File: src/shared/iwtc_pkg.sv
package iwtc_pkg;
  // data-memory addresses of the block's registers
  localparam logic [6:0] ADR_TMR = 7'h01;
  localparam logic [6:0] ADR_STAT = 7'h03;
  localparam logic [6:0] ADR_PORTA = 7'h05;
  localparam logic [6:0] ADR_WAKE = 7'h20;
  localparam logic [6:0] ADR_IRQ_EN = 7'h21;
  localparam logic [6:0] ADR_IRQ_PD = 7'h22;
  // field positions
  localparam int B_GIE = 7;
  localparam int B_EXT = 2;
  localparam int B_TMR = 0;
  localparam int B_TO = 4;
  localparam int B_PD = 3;
  // values after reset
  localparam logic [7:0] WAKE_RST = 8'h00;
  localparam logic [7:0] IRQ_RST = 8'h00;
  localparam logic [5:0] SEL_RST = 6'h3f;
  localparam logic [7:0] IO_DIRECTION_RST = 8'hff;
  localparam logic [10:0] PC_RST = 11'h7ff;
  localparam logic [10:0] IRQ_VEC = 11'h7fe;
  localparam logic [7:0] SYNC_RST = 8'h7f;
  // cold-reset setup time, in ms and in cycles of the 25 MHz clock
  localparam int CLK_HZ = 25_000_000;
  localparam int SETUP_MS = 20;
  localparam int SETUP_CYC = SETUP_MS * (CLK_HZ / 1000);
  // select register, loaded by the select instruction
  typedef struct packed {
    logic src_ext;   // 1: count the timer clock pin
    logic edge_fall; // 1: count falling edges
    logic prescaler_assign;       // 1: prescaler serves the watchdog
    logic [2:0] ps;  // prescale ratio
  } iwtc_sel_t;
  // wake control register layout
  typedef struct packed {
    logic soft_en;   // watchdog software enable
    logic wake_en;   // external wake-up enable
    logic irq_sel;   // port a bit 0 is an interrupt pin
    logic rsvd;      // unimplemented, reads zero
    logic [3:0] pa_bits;
  } iwtc_wake_t;
endpackage

File: src/core/iwtc_ctrl.sv
`timescale 1ns/1ps
module iwtc_ctrl #(
  parameter int SETUP_CYC_P = iwtc_pkg::SETUP_CYC
) (
  // clock and power-on reset
  input wire logic clk_i,
  input wire logic rst_b_i,
  // configuration word
  input wire logic adv_mode_i,
  input wire logic cfg_wdt_fuse_i,
  input wire logic [1:0] cfg_lvr_sel_i,
  // core data access
  input wire logic [6:0] addr_i,
  input wire logic wr_en_i,
  input wire logic [7:0] wr_data_i,
  input wire logic rd_en_i,
  output logic [7:0] rd_data_o,
  // special instructions
  input wire logic [7:0] acc_i,
  input wire logic op_select_i,
  input wire logic op_io_direction_i,
  input wire logic op_clrwdt_i,
  input wire logic op_sleep_i,
  input wire logic op_reti_i,
  // pins and analog sources
  input wire logic [3:0] pa_pin_i,
  input wire logic tclk_pin_i,
  input wire logic reset_pin_n_i,
  input wire logic wdt_rc_i,
  input wire logic [3:0] lvd_trip_i,
  // to the core
  output logic sys_rst_o,
  output logic [10:0] reset_vec_o,
  output logic irq_take_o,
  output logic [10:0] irq_vec_o,
  output logic sleep_o,
  output logic [7:0] io_direction_o,
  output logic timeout_flag_n_o,
  output logic powerdown_flag_n_o
);
  import iwtc_pkg::*;

  ////////////////////////////////////////////////////////////////////////
  // helpers
  // index of an extra general byte: bank minus one, low three bits
  function automatic logic [4:0] gpr_idx(input logic [6:0] a);
    gpr_idx = {2'(a[6:5] - 2'd1), a[2:0]};
  endfunction
  // prescaler mask: timer divides by 2^(ps+1), watchdog by 2^ps
  function automatic logic [7:0] ps_mask(input logic [2:0] ps,
                                         input logic wdt);
    ps_mask = wdt ? 8'((9'h001 << ps) - 9'h001)
                  : 8'((9'h002 << ps) - 9'h001);
  endfunction

  ////////////////////////////////////////////////////////////////////////
  // pin synchronisers
  logic [7:0] pin_w;  // raw asynchronous inputs
  logic [7:0] s1_q;   // first stage, read by s2 only
  logic [7:0] s2_q;
  logic [7:0] s3_q;
  logic [7:0] f_q;    // filtered level
  logic [7:0] f_d;
  logic [7:0] fall_w;
  logic [7:0] rise_w;
  assign pin_w = {lvd_trip_i[cfg_lvr_sel_i], reset_pin_n_i, wdt_rc_i,
                  tclk_pin_i, pa_pin_i};
  // a change counts only once stages two and three agree
  assign f_d = (s2_q & s3_q) | (f_q & (s2_q ^ s3_q));
  assign fall_w = f_q & ~f_d;
  assign rise_w = ~f_q & f_d;

  // four flops per pin; pulses under two cycles may vanish
  always_ff @(posedge clk_i) begin
    if (!rst_b_i) begin
      s1_q <= SYNC_RST;
      s2_q <= SYNC_RST;
      s3_q <= SYNC_RST;
      f_q <= SYNC_RST;
    end else begin
      s1_q <= pin_w;
      s2_q <= s1_q;
      s3_q <= s2_q;
      f_q <= f_d;
    end
  end

  ////////////////////////////////////////////////////////////////////////
  // state declarations
  iwtc_wake_t wake_q;      // wake control
  iwtc_sel_t sel_q;        // select register
  logic [7:0] io_direction_q;     // io direction
  logic [7:0] tmr_q;       // timer count
  logic [7:0] pre_q;       // shared prescaler
  logic [7:0] wdt_q;       // watchdog count
  logic gie_q;             // global enable
  logic ext_en_q;
  logic tmr_en_q;
  logic ext_flag_q;
  logic tmr_flag_q;
  logic in_service_q;      // handler running
  logic sleeping_q;
  logic to_n_q;
  logic pd_n_q;
  logic take_q;
  logic [7:0] rd_q;
  logic [$clog2(SETUP_CYC_P+1)-1:0] hold_q; // cold setup counter
  logic [7:0] gpr_q [24];  // extra general bytes, kept over reset

  ////////////////////////////////////////////////////////////////////////
  // address decode
  wire adv_wr_w = wr_en_i & adv_mode_i;
  wire gpr_hit_w = adv_mode_i & (addr_i[4:3] == 2'b01) &
                   (addr_i[6:5] != 2'b00);
  wire wake_wr_w = adv_wr_w & (addr_i == ADR_WAKE);
  wire en_wr_w = adv_wr_w & (addr_i == ADR_IRQ_EN);
  wire pd_wr_w = adv_wr_w & (addr_i == ADR_IRQ_PD);
  wire tmr_wr_w = wr_en_i & (addr_i == ADR_TMR);

  ////////////////////////////////////////////////////////////////////////
  // reset sources and cold-reset hold
  wire cold_w = ~rst_b_i | f_q[7];
  wire wdt_to_w;
  wire warm_w = ~f_q[6] | wdt_to_w;
  wire sys_rst_w = cold_w | warm_w | (hold_q != '0);

  // cold events reload the hold; release lands on a clock edge
  always_ff @(posedge clk_i) begin
    if (cold_w) begin
      hold_q <= ($bits(hold_q))'(SETUP_CYC_P);
    end else if (hold_q != '0) begin
      hold_q <= hold_q - 1'b1;
    end
  end

  ////////////////////////////////////////////////////////////////////////
  // timer, prescaler and watchdog datapath
  wire wdt_run_w = cfg_wdt_fuse_i & wake_q.soft_en;
  wire rc_tick_w = rise_w[5];
  wire wdt_clr_w = op_clrwdt_i | op_sleep_i;
  wire wdt_ovf_w = wdt_run_w & rc_tick_w & (wdt_q == 8'hff);
  // external edge by polarity, or every instruction cycle
  wire tsrc_w = sel_q.src_ext ?
                (sel_q.edge_fall ? fall_w[4] : rise_w[4]) : 1'b1;
  wire pre_in_w = sel_q.prescaler_assign ? wdt_ovf_w : tsrc_w;
  wire [7:0] mask_w = ps_mask(sel_q.ps, sel_q.prescaler_assign);
  wire pre_hit_w = pre_in_w & ((pre_q & mask_w) == mask_w);
  wire pre_clr_w = sel_q.prescaler_assign ? wdt_clr_w : tmr_wr_w;
  wire tmr_inc_w = sel_q.prescaler_assign ? tsrc_w : pre_hit_w;
  assign wdt_to_w = sel_q.prescaler_assign ? pre_hit_w : wdt_ovf_w;
  wire tmr_ovf_w = tmr_inc_w & ~tmr_wr_w & (tmr_q == 8'hff);

  // timer count keeps its value over warm reset
  always_ff @(posedge clk_i) begin
    if (!rst_b_i) begin
      tmr_q <= 8'h00;
    end else if (tmr_wr_w) begin
      tmr_q <= wr_data_i;
    end else if (tmr_inc_w) begin
      tmr_q <= tmr_q + 8'h01;
    end
  end

  // prescaler wraps on its own; the mask picks the tap
  always_ff @(posedge clk_i) begin
    if (sys_rst_w || pre_clr_w) begin
      pre_q <= 8'h00;
    end else if (pre_in_w) begin
      pre_q <= pre_q + 8'h01;
    end
  end

  // rc ticks arrive asleep or awake alike
  always_ff @(posedge clk_i) begin
    if (sys_rst_w || wdt_clr_w || !wdt_run_w) begin
      wdt_q <= 8'h00;
    end else if (rc_tick_w) begin
      wdt_q <= wdt_q + 8'h01;
    end
  end

  ////////////////////////////////////////////////////////////////////////
  // control registers and sleep
  wire ext_wake_w = wake_q.wake_en &
                    |(wake_q.pa_bits & fall_w[3:0]);
  wire ext_set_w = wake_q.irq_sel & wake_q.pa_bits[0] &
                   fall_w[0];

  // every reset clears wake control; select and direction go high
  always_ff @(posedge clk_i) begin
    if (sys_rst_w) begin
      wake_q <= WAKE_RST;
      sel_q <= SEL_RST;
      io_direction_q <= IO_DIRECTION_RST;
    end else begin
      if (wake_wr_w) begin
        wake_q <= {wr_data_i[7:5], 1'b0, wr_data_i[3:0]};
      end
      if (op_select_i) begin
        sel_q <= acc_i[5:0];
      end
      if (op_io_direction_i) begin
        io_direction_q <= acc_i;
      end
    end
  end

  // sleep ends only by external wake or by reset
  always_ff @(posedge clk_i) begin
    if (sys_rst_w) begin
      sleeping_q <= 1'b0;
    end else if (ext_wake_w) begin
      sleeping_q <= 1'b0;
    end else if (op_sleep_i) begin
      sleeping_q <= 1'b1;
    end
  end

  // extra general bytes, no reset so contents survive warm reset
  always_ff @(posedge clk_i) begin
    if (wr_en_i && gpr_hit_w) begin
      gpr_q[gpr_idx(addr_i)] <= wr_data_i;
    end
  end

  ////////////////////////////////////////////////////////////////////////
  // interrupt control
  wire req_w = (tmr_flag_q & tmr_en_q) | (ext_flag_q & ext_en_q);
  // asleep the request waits; the handler blocks nesting
  wire take_w = req_w & gie_q & ~in_service_q &
                ~sleeping_q & ~sys_rst_w;

  // enables; a take drops the global bit, return sets it
  always_ff @(posedge clk_i) begin
    if (sys_rst_w) begin
      {gie_q, ext_en_q, tmr_en_q} <= 3'b000;
    end else begin
      if (en_wr_w) begin
        gie_q <= wr_data_i[B_GIE];
        ext_en_q <= wr_data_i[B_EXT];
        tmr_en_q <= wr_data_i[B_TMR];
      end
      if (op_reti_i) begin
        gie_q <= 1'b1;
      end
      if (take_w) begin
        gie_q <= 1'b0;
      end
    end
  end

  // flags: writes can only clear, and a new event beats the clear;
  // reset discards anything raised before a non-external wake
  always_ff @(posedge clk_i) begin
    if (sys_rst_w) begin
      ext_flag_q <= 1'b0;
      tmr_flag_q <= 1'b0;
    end else begin
      ext_flag_q <= ext_set_w |
                    (ext_flag_q & ~(pd_wr_w & ~wr_data_i[B_EXT]));
      tmr_flag_q <= tmr_ovf_w |
                    (tmr_flag_q & ~(pd_wr_w & ~wr_data_i[B_TMR]));
    end
  end

  // handler tracking and the one-cycle take pulse
  always_ff @(posedge clk_i) begin
    if (sys_rst_w) begin
      in_service_q <= 1'b0;
      take_q <= 1'b0;
    end else begin
      take_q <= take_w;
      if (take_w) begin
        in_service_q <= 1'b1;
      end else if (op_reti_i) begin
        in_service_q <= 1'b0;
      end
    end
  end

  ////////////////////////////////////////////////////////////////////////
  // timeout and powerdown flags, never written by software
  always_ff @(posedge clk_i) begin
    if (cold_w) begin
      {to_n_q, pd_n_q} <= 2'b11;
    end else if (wdt_to_w) begin
      {to_n_q, pd_n_q} <= {1'b0, ~sleeping_q};
    end else if (!f_q[6] && sleeping_q) begin
      {to_n_q, pd_n_q} <= 2'b10;
    end else if (op_clrwdt_i) begin
      {to_n_q, pd_n_q} <= 2'b11;
    end else if (op_sleep_i) begin
      {to_n_q, pd_n_q} <= 2'b10;
    end
  end

  ////////////////////////////////////////////////////////////////////////
  // read path, answered one cycle after the strobe
  wire [7:0] rd_mux_w =
    gpr_hit_w ? gpr_q[gpr_idx(addr_i)] :
    (addr_i == ADR_TMR) ? tmr_q :
    (addr_i == ADR_STAT) ? {3'b000, to_n_q, pd_n_q, 3'b000} :
    (addr_i == ADR_PORTA) ? {4'h0, f_q[3:0]} :
    !adv_mode_i ? 8'h00 :
    (addr_i == ADR_WAKE) ? wake_q :
    (addr_i == ADR_IRQ_EN) ? {gie_q, 4'h0, ext_en_q, 1'b0, tmr_en_q} :
    (addr_i == ADR_IRQ_PD) ? {5'h00, ext_flag_q, 1'b0, tmr_flag_q} :
    8'h00;

  // capture read data
  always_ff @(posedge clk_i) begin
    if (!rst_b_i) begin
      rd_q <= 8'h00;
    end else if (rd_en_i) begin
      rd_q <= rd_mux_w;
    end
  end

  // outputs
  assign rd_data_o = rd_q;
  assign sys_rst_o = sys_rst_w;
  assign reset_vec_o = PC_RST;
  assign irq_take_o = take_q;
  assign irq_vec_o = IRQ_VEC;
  assign sleep_o = sleeping_q;
  assign io_direction_o = io_direction_q;
  assign timeout_flag_n_o = to_n_q;
  assign powerdown_flag_n_o = pd_n_q;
endmodule // iwtc_ctrl

File: config.mk
export PLATFORM = sky130hd
export DESIGN_NAME = iwtc_ctrl
export DESIGN_NICKNAME = d
export VERILOG_FILES = /design/src/shared/iwtc_pkg.sv /design/src/core/iwtc_ctrl.sv
export SDC_FILE = /design/constraint.sdc
export NUM_CORES = 1
export LEC_CHECK = 0
export BUFFER_PORTS_ARGS = -buffer_cell sky130_fd_sc_hd__buf_2
export CAP_MARGIN = 20
export CORE_MARGIN = 2
export CORE_UTILIZATION = 60
export CTS_CLUSTER_DIAMETER = 100
export DETAILED_ROUTE_END_ITERATION = 16
export MAX_ROUTING_LAYER = met4
export PLACE_DENSITY = 0.8
export SYNTH_ARGS = -nofsm -noshare
export SYNTH_HDL_FRONTEND = slang
export SYNTH_SLANG_ARGS = --single-unit
File: constraint.sdc
create_clock -name clk_i -period 4.9 [get_ports clk_i]
set_input_delay 0.49 -clock clk_i [delete_from_list [all_inputs] [get_ports clk_i]]
set_output_delay 0.49 -clock clk_i [all_outputs]
set_load 0.05 [all_outputs]
-- After elaboration in Yosys (flattened, before gate mapping)
Memory sizes are Yosys's and may differ from the RTL's.
Cells that the tools add are included.
- input bits: 47
- register bits: 114
- RAM bits: 192
- output and inout bits: 43
- memories kept: 1
- word-level logic and storage cells: 152
- memory list (memory ; depth ; bits a word ; read ports ; clocked after memory_dff ; write ports ; line ; RTL):
    gpr_q ; 24 ; 8 ; 1 ; 0 ; 1 ; iwtc_ctrl.sv:108 ; logic [7:0] gpr_q [24];
- multiplexer cells: 33
- bitwise gates (word level): 54
- reductions and logical operators: 16
- magnitude comparators: 1
- shift-type cells: 2
- $add $sub $neg: 7
- equal/unequal tests: 10
- operator list (cell ; number):
    8-bit 2-to-1 mux ; 10
    1-bit bitwise AND ; 26
    8-bit by 1-bit adder with 8-bit output (second input constant) ; 3
    8-bit bitwise AND ; 3
    7-bit by 6-bit == test with 1-bit output (second input constant) ; 3
    1-bit 2-to-1 mux ; 21
    19-bit nonzero test ; 1
    19-bit by 1-bit subtractor with 19-bit output (second input constant) ; 1
    8-bit == test (second input constant) ; 2
    8-bit by 1-bit subtractor with 8-bit output (second input constant) ; 2
    1-bit NOT ; 10
    8-bit == test ; 1
    1-bit OR ; 8
    8-bit OR ; 1
    2-bit nonzero test ; 4
    1-bit by 3-bit << shifter with 8-bit output (first input constant) ; 1
    2-bit by 3-bit << shifter with 8-bit output (first input constant) ; 1
    8-bit XOR ; 1
    7-bit by 1-bit == test with 1-bit output (second input constant) ; 1
    7-bit by 2-bit == test with 1-bit output (second input constant) ; 1
    7-bit by 3-bit == test with 1-bit output (second input constant) ; 1
    6-bit bitwise AND ; 1
    6-bit NOT ; 1
    5-bit bitwise AND ; 1
    other kinds (13) ; 18

-- Depth between registers and ports, before layout
- depth in word-level cells: 16
- depth in mapped cells: 14
- gate-level depth less buffers: 10

-- Least setup slack after synthesis
Ideal clock, no wire load.
- kind: register to output
- start: register sel_q[0] (netlist bit)
- end: output port sys_rst_o
- stages on the path, launching flop included: 14
- arrival: 3.069 ns
- required time: 4.410 ns
- path buffers: 4
- slack: 1.341 ns
- cell sequence: dfxtp_1 inv_1 ha_1 clkbuf_1 nand2_1 ha_1 buf_2 and3b_1 a2111oi_0 o2111ai_1 o41a_1 o2111ai_2 buf_6 buf_2
- word-level cells in the longest chain between the ends: 10
- elaborated cells between the ends (all ways): 12
- classes of those cells: 2 x add/sub; 1 x eq/ne; 2 x shift; 2 x mux; 5 x bitwise
- RTL lines (element ; line ; RTL):
    from (decl) ; iwtc_ctrl.sv:91 ; iwtc_sel_t sel_q;
    from (signal assigned) ; iwtc_ctrl.sv:200 ; sel_q <= acc_i[5:0];
    2-bit by 3-bit << shifter with 8-bit output or 1-bit by 3-bit << shifter with 8-bit output (tied branches) ; iwtc_ctrl.sv:53, iwtc_ctrl.sv:52 ;
    8-bit by 1-bit subtractor with 8-bit output, on equally long branches ; iwtc_ctrl.sv:53, iwtc_ctrl.sv:52 ;
    8-bit 2-to-1 mux * ; iwtc_ctrl.sv:52 ; ps_mask = wdt ? 8'((9'h001 << ps) - 9'h001)
    8-bit bitwise AND ; iwtc_ctrl.sv:147 ; wire pre_hit_w = pre_in_w & ((pre_q & mask_w) == mask_w);
    8-bit == test * ; iwtc_ctrl.sv:147 ;
    1-bit bitwise AND * ; iwtc_ctrl.sv:147 ;
    1-bit 2-to-1 mux * ; iwtc_ctrl.sv:150 ; assign wdt_to_w = sel_q.prescaler_assign ? pre_hit_w : wdt_ovf_w;
    1-bit OR * ; iwtc_ctrl.sv:124 ; wire warm_w = ~f_q[6] | wdt_to_w;
    1-bit OR * (2 in a row) ; iwtc_ctrl.sv:125 ; wire sys_rst_w = cold_w | warm_w | (hold_q != '0);
    to (decl) ; iwtc_ctrl.sv:32 ; output logic sys_rst_o,
Mark *: on every way between the ends. The rest lies on a longest branch, timed or not.

-- Final worst setup path
- start: register sel_q[3] (netlist bit)
- end: output port sys_rst_o
- word-level cells in the longest chain between the ends: 8
- elaborated cells between the ends (all ways): 9
- classes of those cells: 1 x eq/ne; 3 x mux; 5 x bitwise
- RTL lines (element ; line):
    8-bit 2-to-1 mux ; iwtc_ctrl.sv:52
    8-bit bitwise AND ; iwtc_ctrl.sv:147
    8-bit == test ; iwtc_ctrl.sv:147
    1-bit bitwise AND ; iwtc_ctrl.sv:147
    1-bit 2-to-1 mux * ; iwtc_ctrl.sv:150
    1-bit OR * ; iwtc_ctrl.sv:124
    1-bit OR * (2 in a row) ; iwtc_ctrl.sv:125
Marks and branches as above.

==> flow_summary.yaml <==
placement:
  portBuffers: 67
  gp_congestion: 0.8920
  postPlaceCellArea_sq_um: 13530
  place_inst: 1277
  post-place-ws_ns: 1.056
  hpwl_um: 17830
clocking:
  cts_buffer_depth: 3
  clkLatencyLatePin_ns: 0.58
  cts_resized: 0
  clk_pin_slew_worst_paths_ns: 0.06
  numCtsBuffers: 30
  cts_tree: "done"
  hold_buffers: 0
  clkSinkCount: 306
  cts_max_level: 1
  root_buffer: "clkbuf_16"
  post_cts_buffers: 0
critical_path:
  r2r-start: "sel_q[3]"
  reg2reg_slack_ns: 1.12
  r2r_end: "wdt_q[2]"
  worst_path_max_delay_cell: "dfxtp_1"
  cp_max_fo: 15
  critical-path-max-stage-delay_ns: 0.59
  r2r_cells: 10
  crit_arrival_ns: 3.95
  cp_cell_sequence: "ha_1, nand2_1, ha_1, and3b_1, a2111oi_0, o2111ai_1, o41a_1, o2111ai_4, buf_2"
  cp-end-kind: "output pin"
  cp.required_ns: 4.41
  crit_type: "flip-flop to output pin"
  cpMostUsedCell: "ha_1"
  worstSetupStartpointType: "flip-flop"
layout:
  final_cell_area_sq_um: 14460
  n_antenna_cell: 0
  nFillCells: 1475
  drive_gt1_frac: 0.1816
  layoutNonFillerInstCount: 1332
  synthToLayoutAreaGrowth_pct: 10.70
  nets: 1100
power:
  peakVddDrop_v: 0.0003909
  p_leak_uw: 0.004789
  finalPower_uw: 5302
  powerDensity_nw_per_um2: 366.6
yosys:
  synth_commonest_cells: "edfxtp_1 (192), dfxtp_1 (114), nor2_1 (81)"
  ys_seq_area_frac: 0.6159
  synth.largest_area_cell: "edfxtp_1"
  synth-seq-cells: 306
  yosysMostFrequentCell: "edfxtp_1"
  synthDistinctLibCells: 71
  postSynthCellCount: 978
  async_reset_ff_frac: 0
  yosys_most_used_dff: "edfxtp_1"
  syn_area_sq_um: 13070
  post_synth.cell_area_avg_sq_um: 13.36
  yosysWarnings: 0
  synth_edf_count: 192
  synthTopCellsByArea: "edfxtp_1 (44%), dfxtp_1 (17%), mux4_2 (8.8%), nor2_1 (2.3%), mux2i_1 (1.9%)"
  synth_top_cell_area_share: 0.4413
detailed_routing:
  via_per_inst: 6.203
  dr.first_iter.drc_count: 778
  drc: 0
  dr.pass1.iters: 6
  num_vias: 8263
  wl_um: 27740
  wl_per_cell_um: 20.82
  ant_nets: 0
floorplan:
  num_rows: 53
  io_pins: 90
  die-area_sq_um: 22970
  die_h_um: 151.6
  core_sq_um: 21220
  die_w_um: 151.6
  start_util: 0.6157
grt:
  grt_overflow_total: 0
  grt_use_total: 0.2523
  grt_pass1_vias: 7866
  grt_max_degree: 42
  antenna_found_initial: 0
  grt_pass1_wl_um: 42540
sta:
  setup_viol: 0
  slew_headroom: 0.2954
  worst_pin_slew_ns: 1.048
  fmax_ghz: 0.2252
  hold_violations: 0
  fin_crit_ns: 4.440
  min_period_over_period: 0.9061
  grt_setup_unrepaired: "no"
  finClkSkew_ns: 0.03053
  maxSlewViolCount: 0
  setup_tns_ns: 0
  final_critical_path_setup_slack_ns: 0.4601
job:
  maxCapViolCount: 0
status:
  status: "complete, no violations"
min_path:
  min_from: "pa_pin_i[1]"
  hold_depth: 2
  min_to: "s1_q[1]"
  hold_path_class: "input port to flip-flop"
-- area by class of cell --
class	instances	area, sq um	share of cell area
flip-flops and latches	306	8048	0.5564
multi-input cells	602	4662	0.3223
clock buffers	37	788.3	0.05450
repair buffers	76	405.4	0.02803
well taps	275	344.1	0.02379
clock inverters	18	148.9	0.01029
inverters	18	67.56	0.004671
-- power breakdown --
part / switching (uW) / internal [uW] / total, uW
Clock: 965 / 1200 / 2170
Sequential: 23.5 / 2760 / 2790
Combinational: 229 / 119 / 348
-- placed cells by master (no fill, tap or decap), types with 20 or more instances in the layout --
cell       instances
a211o_1           23
buf_2             66
clkbuf_16         30
conb_1            22
dfxtp_1          114
edfxtp_1         192
mux2i_1           25
mux4_2            51
nand2_1           58
nand2b_1          28
nand3_1           32
nor2_1            81
nor2b_1           22
nor3_1            23
o21ai_0           29
xnor2_1           20
-- cell families after synthesis --
kind of cell	share of synthesized area
compound gates	0.07536
xor+xnor	0.02011
fa+ha+maj	0.01819
buf+inv	0.03486
flops	0.6159
mux	0.1114
other cells	0.0005748
simple gates	0.1236
-- registers in the layout (all words and copies together) (netlist names), 6 cells and up --
| register | count |
|---|---|
| sel_q | 6 |
| s2_q | 8 |
| hold_q | 19 |
| wdt_q | 8 |
| pre_q | 8 |
| rd_data_o | 8 |
| tmr_q | 8 |
| wake_q | 7 |
| f_q | 8 |
| io_direction_o | 8 |
| s1_q | 8 |
| gpr_q | 192 |
| s3_q | 8 |
-- routing by layer --
| layer | up-vias | track usage | wire length [um] |
|---|---|---|---|
| met4 | 0 | 0.08056 | 947 |
| met5 | - | - | 0 |
| met1 | 4035 | 0.3244 | 11090 |
| met2 | 382 | 0.4133 | 13560 |
| met3 | 72 | 0.04581 | 2135 |
| li1 | 3774 | - | - |
-- per-stage QoR --
step	hold WS (ns)	utilization
detailed placement	0.3917	0.6374
global placement	0.3887	0.6374
finish	0.09474	0.6816
global route	0.08068	0.6816
floorplan	0.3863	-
CTS	0.07778	0.6816
-- worst max-delay path, delay by kind of cell, from the launching register on --
kind            cells  cell delay (ns)
buf+inv             1             0.30
fa+ha+maj           2             0.91
simple gates        2             0.33
flops               1             0.59
compound gates      4             1.27
-- worst max path at each step --
stage	to	depth (start not counted)	startpoint
after floorplan	sys_rst_o	13	sel_q[0]
after global routing	sys_rst_o	9	sel_q[3]
after global placement	sys_rst_o	9	sel_q[3]
final	sys_rst_o	9	sel_q[3]
after CTS	sys_rst_o	9	sel_q[3]
after detailed placement	sys_rst_o	9	sel_q[3]
No activity file was read; power rests on OpenSTA's default activity.
